--- src/rtl/lmpd_pkg.sv ---
// Constants, register map and field layout of the linear motor pole detection block.
// Assumes a single 40 MHz clock and a plain single-cycle register port.
package lmpd_pkg;
  // ==========================================================================
  // Widths
  localparam int DATA_W = 32;
  localparam int ADDR_W = 8;
  localparam int ANG_W  = 9;
  localparam int CNT_W  = 16;
  localparam int PRM_W  = 15;
  localparam int IRQ_W  = 4;

  // ==========================================================================
  // Register offsets
  localparam logic [ADDR_W-1:0] OFS_CTRL     = 8'h00;
  localparam logic [ADDR_W-1:0] OFS_PHASE    = 8'h04;
  localparam logic [ADDR_W-1:0] OFS_T_TIME   = 8'h08;
  localparam logic [ADDR_W-1:0] OFS_T_LEVEL  = 8'h0C;
  localparam logic [ADDR_W-1:0] OFS_ZERO     = 8'h10;
  localparam logic [ADDR_W-1:0] OFS_STOP_PC  = 8'h14;
  localparam logic [ADDR_W-1:0] OFS_STOP_T   = 8'h18;
  localparam logic [ADDR_W-1:0] OFS_LIMIT    = 8'h1C;
  localparam logic [ADDR_W-1:0] OFS_STATUS   = 8'h20;
  localparam logic [ADDR_W-1:0] OFS_IRQ_ST   = 8'h24;
  localparam logic [ADDR_W-1:0] OFS_IRQ_MASK = 8'h28;

  // ==========================================================================
  // Fields and encodings
  localparam int CTRL_METH_LSB = 0;
  localparam int CTRL_REV_LSB  = 2;
  localparam int REV_SCALE_BIT = 0;
  localparam int REV_SENSE_BIT = 1;
  localparam logic [1:0] METH_NONE   = 2'h0;
  localparam logic [1:0] METH_SENSOR = 2'h1;
  localparam logic [1:0] METH_EST    = 2'h2;
  localparam logic [1:0] METH_RECOV  = 2'h3;
  localparam int IRQ_SET_ERR = 0;
  localparam int IRQ_TIMEOUT = 1;
  localparam int IRQ_DONE    = 2;
  localparam int IRQ_ZERO    = 3;
  localparam int ST_VALID_BIT = 0;
  localparam int ST_BUSY_BIT  = 1;
  localparam int ST_COMM_BIT  = 2;
  localparam int ST_SETE_BIT  = 3;
  localparam int ST_TOUT_BIT  = 4;
  localparam int ST_ARMED_BIT = 5;
  localparam int ST_ANG_LSB   = 16;

  // ==========================================================================
  // Angles and limits
  localparam logic [ANG_W-1:0] ANG_FULL    = 9'h168;
  localparam logic [ANG_W-1:0] ANG_SECTOR  = 9'h03C;
  localparam logic [ANG_W-1:0] STEP_ANGLE  = 9'h05A;
  localparam logic [ANG_W-1:0] MAX_THRUST  = 9'h12C;
  localparam logic [7:0]       T_TIME_MAX  = 8'hC8;
  localparam int               EST_STEPS   = 4;

  // ==========================================================================
  // Timing
  localparam int CLK_FREQ_HZ = 40_000_000;
  localparam int TICK_MS     = 1;
  localparam int TICK_CYC    = CLK_FREQ_HZ / 1000 * TICK_MS;
  localparam int SAMPLE_MS   = 2;
  localparam int EXTRA_MS    = 4;
  localparam logic [CNT_W-1:0] SAMPLE_MS_W = 16'(SAMPLE_MS);
  localparam logic [CNT_W-1:0] EXTRA_MS_W  = 16'(EXTRA_MS);

  // ==========================================================================
  // Reset values
  localparam logic [1:0]       RST_METHOD = 2'h0;
  localparam logic [1:0]       RST_REV    = 2'h0;
  localparam logic [IRQ_W-1:0] RST_MASK   = 4'h0;
endpackage : lmpd_pkg

--- src/rtl/lmpd_hall_decode.sv ---
// Decoder from three commutation sensor levels to a 60 degree sector angle.
// Assumes inputs are already synchronised to the block clock.
`timescale 1ns/1ps
module lmpd_hall_decode
  import lmpd_pkg::*;
(
  // Sensor levels and line swap
  input  wire logic             i_a,
  input  wire logic             i_b,
  input  wire logic             i_c,
  input  wire logic             i_swap,
  // Decoded sector
  output logic                  o_valid,
  output logic [ANG_W-1:0]      o_angle
);
  logic [2:0] code;

  // ==========================================================================
  // Decode
  // Swapping the second and third lines corrects a crossed sensor harness.
  assign code = i_swap ? {i_a, i_c, i_b} : {i_a, i_b, i_c};

  always_comb begin
    o_valid = 1'b1;
    o_angle = '0;
    case (code)
      3'h4: o_angle = '0;
      3'h6: o_angle = ANG_SECTOR;
      3'h2: o_angle = 9'(ANG_SECTOR * 2);
      3'h3: o_angle = 9'(ANG_SECTOR * 3);
      3'h1: o_angle = 9'(ANG_SECTOR * 4);
      3'h5: o_angle = 9'(ANG_SECTOR * 5);
      default: o_valid = 1'b0;
    endcase
  end
endmodule : lmpd_hall_decode

--- src/rtl/lmpd_core.sv ---
// Pole position detection for a linear servo motor: sensor decoding, thrust-pulse estimation,
// register port and interrupt. Assumes scale count and servo command come from same-clock logic.
//
// Chosen here: the register offsets and the strobed register port.
`timescale 1ns/1ps
module lmpd_core
  import lmpd_pkg::*;
#(
  parameter int               TICK_MS_CYC = TICK_CYC,
  parameter logic [ANG_W-1:0] THRUST_MAX  = MAX_THRUST
) (
  // Clock and reset
  input  wire logic              i_ref_clk,
  input  wire logic              i_rst,
  // Register port
  input  wire logic [ADDR_W-1:0] i_addr,
  input  wire logic [DATA_W-1:0] i_wr_data,
  input  wire logic              i_wr,
  input  wire logic              i_rd,
  output logic [DATA_W-1:0]      o_rd_data,
  output logic                   o_irq,
  // Host commands
  input  wire logic              i_servo_on,
  input  wire logic              i_soft_reset,
  // Motor side
  input  wire logic              i_commutation_sense_a,
  input  wire logic              i_commutation_sense_b,
  input  wire logic              i_commutation_sense_c,
  input  wire logic [CNT_W-1:0]  i_scale_count,
  output logic [ANG_W-1:0]       o_thrust_cmd,
  output logic [ANG_W-1:0]       o_thrust_angle,
  output logic                   o_scale_count_rev,
  // Pole state
  output logic                   o_pole_valid,
  output logic [ANG_W-1:0]       o_pole_angle,
  output logic                   o_commutation_en,
  output logic                   o_est_busy,
  output logic                   o_motor_setting_error,
  output logic                   o_estimation_timeout_error
);
  typedef enum logic [1:0] {ST_IDLE, ST_THRUST, ST_SETTLE} lmpd_state_t;

  typedef struct packed {
    logic [2:0]              sync1;
    logic [2:0]              sync2;
    logic [1:0]              method;
    logic [1:0]              rev;
    logic [ANG_W-1:0]        phase;
    logic [7:0]              t_time;
    logic [ANG_W-1:0]        t_level;
    logic [PRM_W-1:0]        zero;
    logic [PRM_W-1:0]        stop_pc;
    logic [PRM_W-1:0]        stop_t;
    logic [PRM_W-1:0]        limit;
    logic [7:0]              l_time;
    logic [ANG_W-1:0]        l_level;
    logic [PRM_W-1:0]        l_zero;
    logic [PRM_W-1:0]        l_stop_pc;
    logic [PRM_W-1:0]        l_stop_t;
    logic [PRM_W-1:0]        l_limit;
    logic [IRQ_W-1:0]        irq_st;
    logic [IRQ_W-1:0]        irq_mask;
    logic [DATA_W-1:0]       rd_data;
    logic                    irq;
    lmpd_state_t             st;
    logic                    armed;
    logic                    busy;
    logic                    est_valid;
    logic [ANG_W-1:0]        est_angle;
    logic [16:0]             tick_cnt;
    logic                    ms_tick;
    logic                    ms_par;
    logic [CNT_W-1:0]        tmr_ms;
    logic [CNT_W-1:0]        wait_ms;
    logic [CNT_W-1:0]        stop_acc;
    logic [CNT_W-1:0]        ref_cnt;
    logic [1:0]              step;
    logic signed [CNT_W-1:0] best;
    logic [ANG_W-1:0]        best_angle;
    logic [ANG_W-1:0]        thrust;
    logic [ANG_W-1:0]        thrust_angle;
    logic                    pole_valid;
    logic [ANG_W-1:0]        pole_angle;
    logic                    comm_en;
    logic                    set_err;
    logic                    to_err;
  } lmpd_reg_t;

  lmpd_reg_t        r;
  lmpd_reg_t        n;
  logic             dec_valid;
  logic [ANG_W-1:0] dec_angle;
  logic             swap;

  // ==========================================================================
  // Sensor decode
  assign swap = (r.method == METH_SENSOR) && r.rev[REV_SENSE_BIT];

  lmpd_hall_decode u_dec (
    .i_a     (r.sync2[2]),
    .i_b     (r.sync2[1]),
    .i_c     (r.sync2[0]),
    .i_swap  (swap),
    .o_valid (dec_valid),
    .o_angle (dec_angle)
  );

  // ==========================================================================
  // Next state
  always_comb begin
    logic [IRQ_W-1:0]        ev;
    logic signed [CNT_W-1:0] delta;
    logic [CNT_W-1:0]        mag;
    logic [ANG_W:0]          sum;
    logic                    thr_end;
    ev      = '0;
    delta   = '0;
    mag     = '0;
    sum     = '0;
    thr_end = 1'b0;
    n       = r;
    n.sync1 = {i_commutation_sense_a, i_commutation_sense_b, i_commutation_sense_c};
    n.sync2 = r.sync1;

    // Register writes still land during estimation; the latched copies steer it.
    if (i_wr) begin
      case (i_addr)
        OFS_CTRL: begin
          n.method = i_wr_data[CTRL_METH_LSB +: 2];
          n.rev    = i_wr_data[CTRL_REV_LSB +: 2];
        end
        OFS_PHASE: n.phase = (i_wr_data[ANG_W-1:0] > ANG_FULL) ? ANG_FULL
                                                               : i_wr_data[ANG_W-1:0];
        OFS_T_TIME: n.t_time = (i_wr_data[7:0] > T_TIME_MAX) ? T_TIME_MAX : i_wr_data[7:0];
        OFS_T_LEVEL:  n.t_level  = i_wr_data[ANG_W-1:0];
        OFS_ZERO:     n.zero     = i_wr_data[PRM_W-1:0];
        OFS_STOP_PC:  n.stop_pc  = i_wr_data[PRM_W-1:0];
        OFS_STOP_T:   n.stop_t   = i_wr_data[PRM_W-1:0];
        OFS_LIMIT:    n.limit    = i_wr_data[PRM_W-1:0];
        OFS_IRQ_MASK: n.irq_mask = i_wr_data[IRQ_W-1:0];
        default: ;
      endcase
    end

    n.rd_data = '0;
    if (i_rd) begin
      case (i_addr)
        OFS_CTRL:     n.rd_data = {28'h0000000, r.rev, r.method};
        OFS_PHASE:    n.rd_data = {23'h000000, r.phase};
        OFS_T_TIME:   n.rd_data = {24'h000000, r.t_time};
        OFS_T_LEVEL:  n.rd_data = {23'h000000, r.t_level};
        OFS_ZERO:     n.rd_data = {17'h00000, r.zero};
        OFS_STOP_PC:  n.rd_data = {17'h00000, r.stop_pc};
        OFS_STOP_T:   n.rd_data = {17'h00000, r.stop_t};
        OFS_LIMIT:    n.rd_data = {17'h00000, r.limit};
        OFS_IRQ_ST:   n.rd_data = {28'h0000000, r.irq_st};
        OFS_IRQ_MASK: n.rd_data = {28'h0000000, r.irq_mask};
        OFS_STATUS: begin
          n.rd_data[ST_VALID_BIT]              = r.pole_valid;
          n.rd_data[ST_BUSY_BIT]               = r.busy;
          n.rd_data[ST_COMM_BIT]               = r.comm_en;
          n.rd_data[ST_SETE_BIT]               = r.set_err;
          n.rd_data[ST_TOUT_BIT]               = r.to_err;
          n.rd_data[ST_ARMED_BIT]              = r.armed;
          n.rd_data[ST_ANG_LSB +: ANG_W]       = r.pole_angle;
        end
        default: ;
      endcase
    end

    // Millisecond tick from the block clock.
    n.ms_tick = 1'b0;
    if (r.tick_cnt == 17'(TICK_MS_CYC - 1)) begin
      n.tick_cnt = '0;
      n.ms_tick  = 1'b1;
    end else begin
      n.tick_cnt = r.tick_cnt + 17'h00001;
    end

    // Movement since the reference point, in the scale direction chosen.
    delta = signed'(i_scale_count - r.ref_cnt);
    if (r.rev[REV_SCALE_BIT]) begin
      delta = -delta;
    end
    mag = delta[CNT_W-1] ? CNT_W'(-delta) : CNT_W'(delta);

    n.set_err = (r.method == METH_NONE);
    ev[IRQ_SET_ERR] = n.set_err && !r.set_err;

    unique case (r.st)
      ST_IDLE: begin
        if (r.method == METH_EST && r.armed && i_servo_on && !r.to_err) begin
          n.armed     = 1'b0;
          n.busy      = 1'b1;
          n.l_time    = r.t_time;
          n.l_level   = r.t_level;
          n.l_zero    = r.zero;
          n.l_stop_pc = r.stop_pc;
          n.l_stop_t  = r.stop_t;
          n.l_limit   = r.limit;
          n.step      = '0;
          n.best      = 16'sh8000;
          n.tmr_ms    = '0;
          n.ref_cnt   = i_scale_count;
          n.thrust    = (r.t_level > THRUST_MAX) ? THRUST_MAX : r.t_level;
          n.thrust_angle = '0;
          n.st        = ST_THRUST;
        end
      end
      ST_THRUST: begin
        if (r.ms_tick) begin
          n.tmr_ms = r.tmr_ms + 16'h0001;
        end
        thr_end = (mag > {1'b0, r.l_zero}) ||
                  (r.tmr_ms >= 16'(16'(r.l_time) + EXTRA_MS_W));
        if (thr_end) begin
          n.thrust = '0;
          ev[IRQ_ZERO] = (mag < {1'b0, r.l_zero});
          if (delta > r.best) begin
            n.best       = delta;
            n.best_angle = r.thrust_angle;
          end
          n.ref_cnt  = i_scale_count;
          n.wait_ms  = '0;
          n.stop_acc = '0;
          n.ms_par   = 1'b0;
          n.st       = ST_SETTLE;
        end
      end
      ST_SETTLE: begin
        if (r.ms_tick) begin
          n.wait_ms = r.wait_ms + 16'h0001;
          n.ms_par  = !r.ms_par;
          if (r.ms_par) begin
            n.ref_cnt  = i_scale_count;
            n.stop_acc = (mag <= {1'b0, r.l_stop_pc}) ?
                         16'(r.stop_acc + SAMPLE_MS_W) : '0;
          end
        end
        if (r.stop_acc >= {1'b0, r.l_stop_t}) begin
          if (r.step == 2'(EST_STEPS - 1)) begin
            n.est_valid = 1'b1;
            n.est_angle = r.best_angle;
            n.busy      = 1'b0;
            ev[IRQ_DONE] = 1'b1;
            n.st        = ST_IDLE;
          end else begin
            n.step         = r.step + 2'h1;
            n.thrust_angle = r.thrust_angle + STEP_ANGLE;
            n.thrust       = (r.l_level > THRUST_MAX) ? THRUST_MAX : r.l_level;
            n.tmr_ms       = '0;
            n.ref_cnt      = i_scale_count;
            n.st           = ST_THRUST;
          end
        end else if (r.wait_ms >= {1'b0, r.l_limit}) begin
          n.to_err = 1'b1;
          ev[IRQ_TIMEOUT] = 1'b1;
          n.busy  = 1'b0;
          n.st    = ST_IDLE;
        end
      end
    endcase

    // Losing servo-on mid estimation aborts and re-arms the next servo-on.
    if (r.st != ST_IDLE && !i_servo_on) begin
      n.thrust = '0;
      n.busy   = 1'b0;
      n.armed  = 1'b1;
      n.st     = ST_IDLE;
    end
    if (i_soft_reset) begin
      n.armed     = 1'b1;
      n.est_valid = 1'b0;
      n.to_err    = 1'b0;
      n.busy      = 1'b0;
      n.thrust    = '0;
      n.st        = ST_IDLE;
    end

    // Pole position output.
    sum = {1'b0, dec_angle} + {1'b0, r.phase};
    if (sum >= {1'b0, ANG_FULL}) begin
      sum = sum - {1'b0, ANG_FULL};
    end
    n.pole_valid = 1'b0;
    n.pole_angle = '0;
    if (r.method == METH_SENSOR) begin
      n.pole_valid = dec_valid;
      n.pole_angle = sum[ANG_W-1:0];
    end else if (r.method == METH_EST) begin
      n.pole_valid = r.est_valid;
      n.pole_angle = r.est_angle;
    end
    n.comm_en = n.pole_valid;

    // Set wins over the read that clears.
    n.irq_st = ((i_rd && i_addr == OFS_IRQ_ST) ? '0 : r.irq_st) | ev;
    n.irq    = |(n.irq_st & n.irq_mask);
  end

  // ==========================================================================
  // State register
  always_ff @(posedge i_ref_clk or posedge i_rst) begin
    if (i_rst) begin
      r          <= '0;
      r.armed    <= 1'b1;
      r.method   <= RST_METHOD;
      r.rev      <= RST_REV;
      r.irq_mask <= RST_MASK;
    end else begin
      r <= n;
    end
  end

  assign o_rd_data                  = r.rd_data;
  assign o_irq                      = r.irq;
  assign o_thrust_cmd               = r.thrust;
  assign o_thrust_angle             = r.thrust_angle;
  assign o_scale_count_rev          = r.rev[REV_SCALE_BIT];
  assign o_pole_valid               = r.pole_valid;
  assign o_pole_angle               = r.pole_angle;
  assign o_commutation_en           = r.comm_en;
  assign o_est_busy                 = r.busy;
  assign o_motor_setting_error      = r.set_err;
  assign o_estimation_timeout_error = r.to_err;

  // ==========================================================================
  // Checks
  setting_error_a: assert property (@(posedge i_ref_clk) disable iff (i_rst)
    (r.method == METH_NONE) |=> o_motor_setting_error)
    else $error("method zero did not raise setting error");
  comm_gate_a: assert property (@(posedge i_ref_clk) disable iff (i_rst)
    !o_pole_valid |-> !o_commutation_en)
    else $error("commutation enabled without valid pole");
  phase_wrap_a: assert property (@(posedge i_ref_clk) disable iff (i_rst)
    o_pole_valid |-> (o_pole_angle < ANG_FULL))
    else $error("pole angle out of range");
  est_latch_a: assert property (@(posedge i_ref_clk) disable iff (i_rst)
    (r.busy && $past(r.busy)) |-> ($stable(r.l_zero) && $stable(r.l_time)))
    else $error("latched settings changed during estimation");
  timeout_idle_a: assert property (@(posedge i_ref_clk) disable iff (i_rst)
    $rose(o_estimation_timeout_error) |-> (!o_est_busy && o_thrust_cmd == '0))
    else $error("timeout left estimation running");
  thrust_est_a: assert property (@(posedge i_ref_clk) disable iff (i_rst)
    (o_thrust_cmd != '0) |-> (o_est_busy && r.st == ST_THRUST))
    else $error("thrust outside estimation");
  thrust_clamp_a: assert property (@(posedge i_ref_clk) disable iff (i_rst)
    o_thrust_cmd <= THRUST_MAX)
    else $error("thrust above motor maximum");
  start_once_a: assert property (@(posedge i_ref_clk) disable iff (i_rst)
    $rose(o_est_busy) |-> (!r.armed && $past(i_servo_on) && $past(r.method) == METH_EST))
    else $error("estimation started without first servo-on");
  swap_gate_a: assert property (@(posedge i_ref_clk) disable iff (i_rst)
    (r.method != METH_SENSOR) |-> !swap)
    else $error("sensor swap active outside sensor method");
endmodule : lmpd_core

--- config.mk ---
export PLATFORM = sky130hd
export DESIGN_NAME = lmpd_core
export DESIGN_NICKNAME = d
export VERILOG_FILES = /design/src/rtl/lmpd_pkg.sv /design/src/rtl/lmpd_hall_decode.sv /design/src/rtl/lmpd_core.sv
export SDC_FILE = /design/constraint.sdc
export NUM_CORES = 1
export LEC_CHECK = 0
export CAP_MARGIN = 20
export CORE_MARGIN = 5
export CORE_UTILIZATION = 45
export DETAILED_ROUTE_END_ITERATION = 16
export DONT_BUFFER_PORTS = 1
export PLACE_DENSITY = 0.68
export SYNTH_ARGS = -nofsm -noshare
export SYNTH_HDL_FRONTEND = slang
export SYNTH_SLANG_ARGS = --single-unit
export TNS_END_PERCENT = 50
--- constraint.sdc ---
create_clock -name i_ref_clk -period 18.73 [get_ports i_ref_clk]
set_input_delay 2.8095 -clock i_ref_clk [delete_from_list [all_inputs] [get_ports i_ref_clk]]
set_output_delay 2.8095 -clock i_ref_clk [all_outputs]
set_load 0.02 [all_outputs]
==> out/metrics.cfg, run 1 <==
[outcome]
status=complete, no violations

[routing]
wl_per_cell_um=20.0
routed_wl_um=50000
top_layer=met4
met1Wirelength_um=21900
dr.pass1.iters=5
wl_met2_um=23600
vias=14693
wl_met3_um=3190
drt_iter0_markers=1272
drtAntennaViolNets=0
viasPerCell=5.88
drc=0

[placement]
dp_hpwl_um=36500
pre_cts_ws_ns=9.06
gp_congestion=0.898
portBuffers=0
place_area_sq_um=20200

[sta]
fin_crit_sh_pct=49.1
worst_slew_pin_slew_ns=1.06
finClkSkew_ns=0.0298
setup_viol=0
maxClockFrequency_mhz=109
worst_slack_ns=9.53
timing.slew.headroom_pct=29.5
grt_setup_unrepaired=false
finalCriticalPeriod_ns=9.20
report.final.slew_viol_count=0
finalSetupTns_ns=0
hold_viol=0

[clocking]
postCtsSetupBuffers=0
cts_root_buf=clkbuf_16
cts.repair.resized=0
cts_sinks=356
cts_tree=done
cts.path.max_buffers=3
cts_buffers=40
h-tree-depth=2
hold_buffers=0
clk_latency_ns=0.58
clk_pin_slew_ns=0.06

[yosys]
synth_top_family_by_area=compound AO/OA/AOI/OAI gates
syn_inst=1948
synthSimpleGateAreaFrac_pct=12.0
synth_flop_cell=dfrtp_1
synth_edf_count=0
synth_cell_types=81
synth-xor-area-share_pct=2.92
synth-compound-area-share_pct=16.0
ys.warnings.count=0
ys_ff_latch=356
synthAdderAreaFrac_pct=7.74
seq_area_frac_synth_pct=44.4
synth_mux_area_share_pct=10.4
async_flop_share_pct=100
synth.cell_area_sq_um=20100
avgSynthCellArea_sq_um=10.3

[setup_path]
setup.worst_path.start=i_scale_count[4]
path_max_fanout=19
endpoint_kind=register
r2r_cells=26
critical_path_arrival_ns=9.64
start_kind=primary input
r2r-start=r[62]
path_class=primary input to register
crit_required_ns=19.18

[cells_and_area]
mostFrequentLayoutCell=dfrtp_1
fin_area_sq_um=21700
fillCellCount=3900
syn_to_final_growth_pct=8.33
layout_common_cells=dfrtp_1 (355), mux2_2 (173), inv_1 (140)
finalNetCount=2065
antennaDiodeCount=0
final_layout_size_suffix_gt1_share_pct=15.0

[die]
fp.dieArea_sq_um=48900
fp.dieH_um=221
initial_core_util_pct=45.4
die_w_um=221
core_area_sq_um=44200
rows=77
num_io_pins=131

[min_path]
worstHoldStart=n[364]
min_path_cells=0
min_path_type=register to register

[global_route]
grt_first_pass_wirelength_um=81200
grt_start_max_net_pins=143
antenna_found_initial=0
first_global_vias=14632
overflow=0
grt_usage_pct=20.1

[pwr]
leakagePower_uw=0.00999
power.ir.vdd_worst_mv=0.107
power.density_nw_per_um2=151
finalPower_uw=3290

[flow_run]
drv_cap=0

-- final cells by class --
| class | count | area (sq um) | share of cell area (%) |
|---|---|---|---|
| Multi-Input combinational cell | 1316 | 9880 | 45.4 |
| Sequential cell | 356 | 8910 | 41.0 |
| Clock buffer | 52 | 1150 | 5.27 |
| Tap cell | 592 | 741 | 3.41 |
| Inverter | 143 | 544 | 2.50 |
| Clock inverter | 21 | 333 | 1.53 |
| Timing Repair Buffer | 20 | 190 | 0.875 |
-- metrics by stage --
stage	hold WS [ns]	std cells	utilization, %
2_1_floorplan	0.331	1956	-
4_1_cts	0.368	2498	49.1
6_report	0.360	2500	49.2
3_3_place_gp	0.343	2424	45.7
3_5_place_dp	0.353	2425	45.7
5_1_grt	0.372	2500	49.2
-- sequential cells by signal, summed over array words and instances (netlist names) --
register / count
o_pole_angle: 9
r: 297
n: 3
o_thrust_angle: 8
o_scale_count_rev: 1
o_thrust_cmd: 9
o_estimation_timeout_error: 1
o_motor_setting_error: 1
o_est_busy: 1
o_commutation_en: 1
o_rd_data: 24
o_irq: 1
-- cells in the mapped netlist (43+ instances only) --
master	n	share of area, %
dfrtp_1	355	44
mux2_2	173	9.7
inv_1	141	2.6
ha_1	121	7.5
nand2_1	115	2.2
nor2_1	95	1.8
a21oi_1	85	2.1
o21ai_0	82	2.0
nand3_1	72	1.8
buf_4	60	2.2
clkbuf_1	55	1.0
a22o_1	43	1.9
-- routing by layer --
layer / vias up / global-route usage [%]
li1: 6863 / -
met1: 7306 / 27.6
met2: 422 / 32.4
met3: 102 / 4.39
met4: 0 / 5.46
met5: - / 0
-- path summary, 6_finish.rpt --
path                           to  slack [ns]
hold / removal             r[364]        0.36
min in group asynchronous  r[126]        2.08
setup / recovery           r[102]        9.53
max in group asynchronous  r[211]       14.02
setup reg to reg           r[102]       11.41
hold reg to reg            r[364]        0.36
-- worst max-delay path, stage by stage --
cell and delay [ns]:
ha_1 0.43, o2111ai_1 0.29, a31o_2 0.28, a2111oi_0 0.69
o32ai_1 0.25, or3_1 0.42, o31ai_1 0.29, xor2_1 0.11
buf_4 0.20, inv_1 0.19, nand2_1 0.10, xnor2_1 0.28
ha_1 0.31, a21o_1 0.16, a21o_1 0.17, a21o_1 0.18
a21o_1 0.18, a21o_1 0.19, a221oi_1 0.36, a21o_1 0.13
and3_1 0.35, o31a_1 0.47, buf_4 0.34, nor3_2 0.18
a31o_2 0.27
-- kinds of logic after synthesis --
logic type	count (synthesis)
AOI/OAI and AO/OA	459
xor gates and xnor gates	67
adders and majority gates	123
buffers and inverters	284
DFF	356
muxes	185
other	1
and+or+nand+nor	473
-- power by group --
| group | switching (uW) | total, uW | internal [uW] |
|---|---|---|---|
| sequential | 80.1 | 925 | 845 |
| combinational | 912 | 1490 | 582 |
| clock | 333 | 867 | 533 |
| total | 1330 | 3290 | 1960 |
Note: power is estimated with default switching activity, not from simulation.
==> run 2: changes to the inputs <==
--- a/config.mk
+++ b/config.mk
@@ -5,12 +5,13 @@
 export SDC_FILE = /design/constraint.sdc
 export NUM_CORES = 1
 export LEC_CHECK = 0
+export ABC_AREA = 1
 export CAP_MARGIN = 20
 export CORE_MARGIN = 5
 export CORE_UTILIZATION = 45
 export DETAILED_ROUTE_END_ITERATION = 16
 export DONT_BUFFER_PORTS = 1
-export PLACE_DENSITY = 0.68
+export PLACE_DENSITY = 0.7
 export SYNTH_ARGS = -nofsm -noshare
 export SYNTH_HDL_FRONTEND = slang
 export SYNTH_SLANG_ARGS = --single-unit
==> constraint.sdc (replaced) <==
create_clock -name i_ref_clk -period 7.9 [get_ports i_ref_clk]
set_input_delay 1.185 -clock i_ref_clk [delete_from_list [all_inputs] [get_ports i_ref_clk]]
set_output_delay 1.185 -clock i_ref_clk [all_outputs]
set_load 0.02 [all_outputs]
==> out/metrics.cfg, run 2 <==
[outcome]
status=complete, no violations

[die]
num_io_pins=131  ; unchanged
fp.dieH_um=227  ; +2.5%
fp.dieArea_sq_um=51400  ; +5.0%
die_w_um=227  ; +2.5%
initial_core_util_pct=45.5  ; +0.091 points
core_area_sq_um=46500  ; +5.1%
rows=79  ; +2.6%

[yosys]
syn_inst=2732  ; +40%
synth_commonest_cells=nand2_1 (653), inv_1 (397), dfrtp_1 (355)
ys.warnings.count=0  ; unchanged
synthTopCellsByArea=dfrtp_1 (42%), nand2_1 (12%), ha_1 (7.2%)
synth_cell_types=63  ; -22%
synth.cell_area_sq_um=21100  ; +5.3%
async_flop_share_pct=100  ; unchanged
synth_flop_cell=dfrtp_1
seq_area_frac_synth_pct=42.2  ; -2.2 points
ys_ff_latch=356  ; unchanged
yosysMostFrequentCell=nand2_1
synth_edf_count=0  ; unchanged
yosysTopAreaCellShare_pct=42.0  ; -2.2 points
avgSynthCellArea_sq_um=7.73  ; -25%
synth_top_cell_by_area=dfrtp_1

[placement]
numPlacedInstances=3220  ; +33%
dp_hpwl_um=41200  ; +13%
portBuffers=0  ; unchanged
gp_congestion=0.959  ; +6.7%

[setup_path]
critPathMostFrequentCell=nand2_1
cp_num_buf_inv=4  ; +1
endpoint_kind=register
crit_required_ns=8.36  ; -10.82 ns
start_kind=primary input
critical_path_arrival_ns=6.92  ; -2.72 ns
r2r_slack_ns=1.76  ; -9.65 ns
crit_family=simple AND/OR/NAND/NOR gates
path_max_fanout=30  ; +11
crit_slowest_cell=nand3_2
path_class=primary input to register
slowest_delay_ns=0.57  ; -0.12 ns

[clocking]
cts.path.max_buffers=3  ; unchanged
clk_latency_ns=0.57  ; about the same
hold_buffers=0  ; unchanged
cts_buffers=40  ; unchanged
cts_tree=done
cts.repair.resized=0  ; unchanged
h-tree-depth=2  ; unchanged
clk_pin_slew_ns=0.06  ; about the same
postCtsSetupBuffers=0  ; unchanged
cts_root_buf=clkbuf_16
cts_sinks=356  ; unchanged

[routing]
wl_per_cell_um=16.8  ; -16%
drtAntennaViolNets=0  ; unchanged
viasPerCell=5.41  ; -8.0%
routed_wl_um=55300  ; +11%
drc=0  ; unchanged
vias=17805  ; +21%
drt_iter0_markers=1374  ; +8.0%
dr.pass1.iters=6  ; +1

[pwr]
leakagePower_uw=0.0107  ; +7.5%
power.ir.vdd_worst_mv=0.219  ; +100%
power.density_nw_per_um2=365  ; +140%

[global_route]
overflow=0  ; unchanged
grt_start_max_net_pins=141  ; -1.4%
grt_first_pass_wirelength_um=89700  ; +10%
first_global_vias=17366  ; +19%
antenna_found_initial=0  ; unchanged
grt_usage_pct=21.4  ; +1.3 points

[sta]
timing.slew.headroom_pct=29.4  ; -0.11 points
fin_crit_sh_pct=81.8
finalSetupTns_ns=0  ; unchanged
report.final.slew_viol_count=0  ; unchanged
finClkSkew_ns=0.0239  ; -0.00586 ns
hold_viol=0  ; unchanged
finalCriticalPeriod_ns=6.46
setup_viol=0  ; unchanged
worst_slew_pin_slew_ns=1.06  ; +0.00130 ns
maxClockFrequency_mhz=155
grt_setup_unrepaired=false

[cells_and_area]
largest-register=r
syn_to_final_growth_pct=7.15
finalNetCount=2844  ; +38%
largest_reg_flops=297  ; unchanged
antennaDiodeCount=0  ; unchanged
mostFrequentLayoutCell=nand2_1
final_layout_size_suffix_gt1_share_pct=6.59  ; -8.4 points
layout_common_cells=nand2_1 (653), inv_1 (396), dfrtp_1 (355)
fin_cells=3294  ; +32%

[min_path]
min_path_type=register to register

[flow_run]
drv_cap=0  ; unchanged

## run 2: cell count changes in the layout (fill, tap and decap cells not counted), moves of 47 or more
cell / change
nand2_1: +539
o21ai_0: +218
mux2_2: -173
nor2_1: +81
nand3_1: +47
inv_1: +256
## run 2: cell type report
class | instances | area, sq um
Tap cell | 607 | 759
Sequential cell | 356 | 8910
Clock buffer | 59 | 1200
Inverter | 406 | 1530
Fill cell | 4400 | 23800
Clock inverter | 14 | 209
Timing Repair Buffer | 14 | 118
Multi-Input combinational cell | 1838 | 9910
## run 2: kinds of logic after synthesis
group | synth area share [%]
multiplexers | 0.0474
buffers and inverters | 11.1
flip-flops | 42.2
AND/OR/NAND/NOR | 22.4
other | 0.0177
XOR/XNOR | 1.61
adder cells (fa/ha/maj) | 7.35
AO/OA/AOI/OAI | 15.3
## run 2: stage by stage
step                instance area [sq um]  setup WS (ns)  total power, uW  utilization [%]  hold slack, ns
floorplan                           21200           1.95             5430                -           0.331
global placement                    21200           1.09             6120             45.7           0.336
detailed placement                  21200          0.893             6270             45.7           0.335
CTS                                 22600           1.49             8300             48.7           0.349
global route                        22600          0.735             9010             48.7           0.359
finish                              22600           1.44             8270             48.7           0.348
## run 2: per-layer routing
layer	vias to the layer above	global-route usage (%)	part of all wire [%]
met3	81	4.83	7.9
li1	8673	-	-
met5	-	0	0
met4	0	6.04	2.3
met1	8545	28.7	43
met2	506	35.0	46
## run 2: report_power, final
| part | internal, uW | leakage, uW | switching, uW |
|---|---|---|---|
| clock | 1220 | 0.000697 | 785 |
| sequential | 2120 | 0.00468 | 230 |
| combinational | 1230 | 0.00536 | 2680 |
| total | 4570 | 0.0107 | 3690 |
## run 2: final timing paths
kind,from,endpoint,cells after the start
max,i_scale_count[0],r[76],33
min reg2reg,n[364],r[364],0
min,n[364],r[364],0
max in group asynchronous,i_rst,r[339],3
min in group asynchronous,i_rst,r[236],1
max reg2reg,r[58],r[76],32
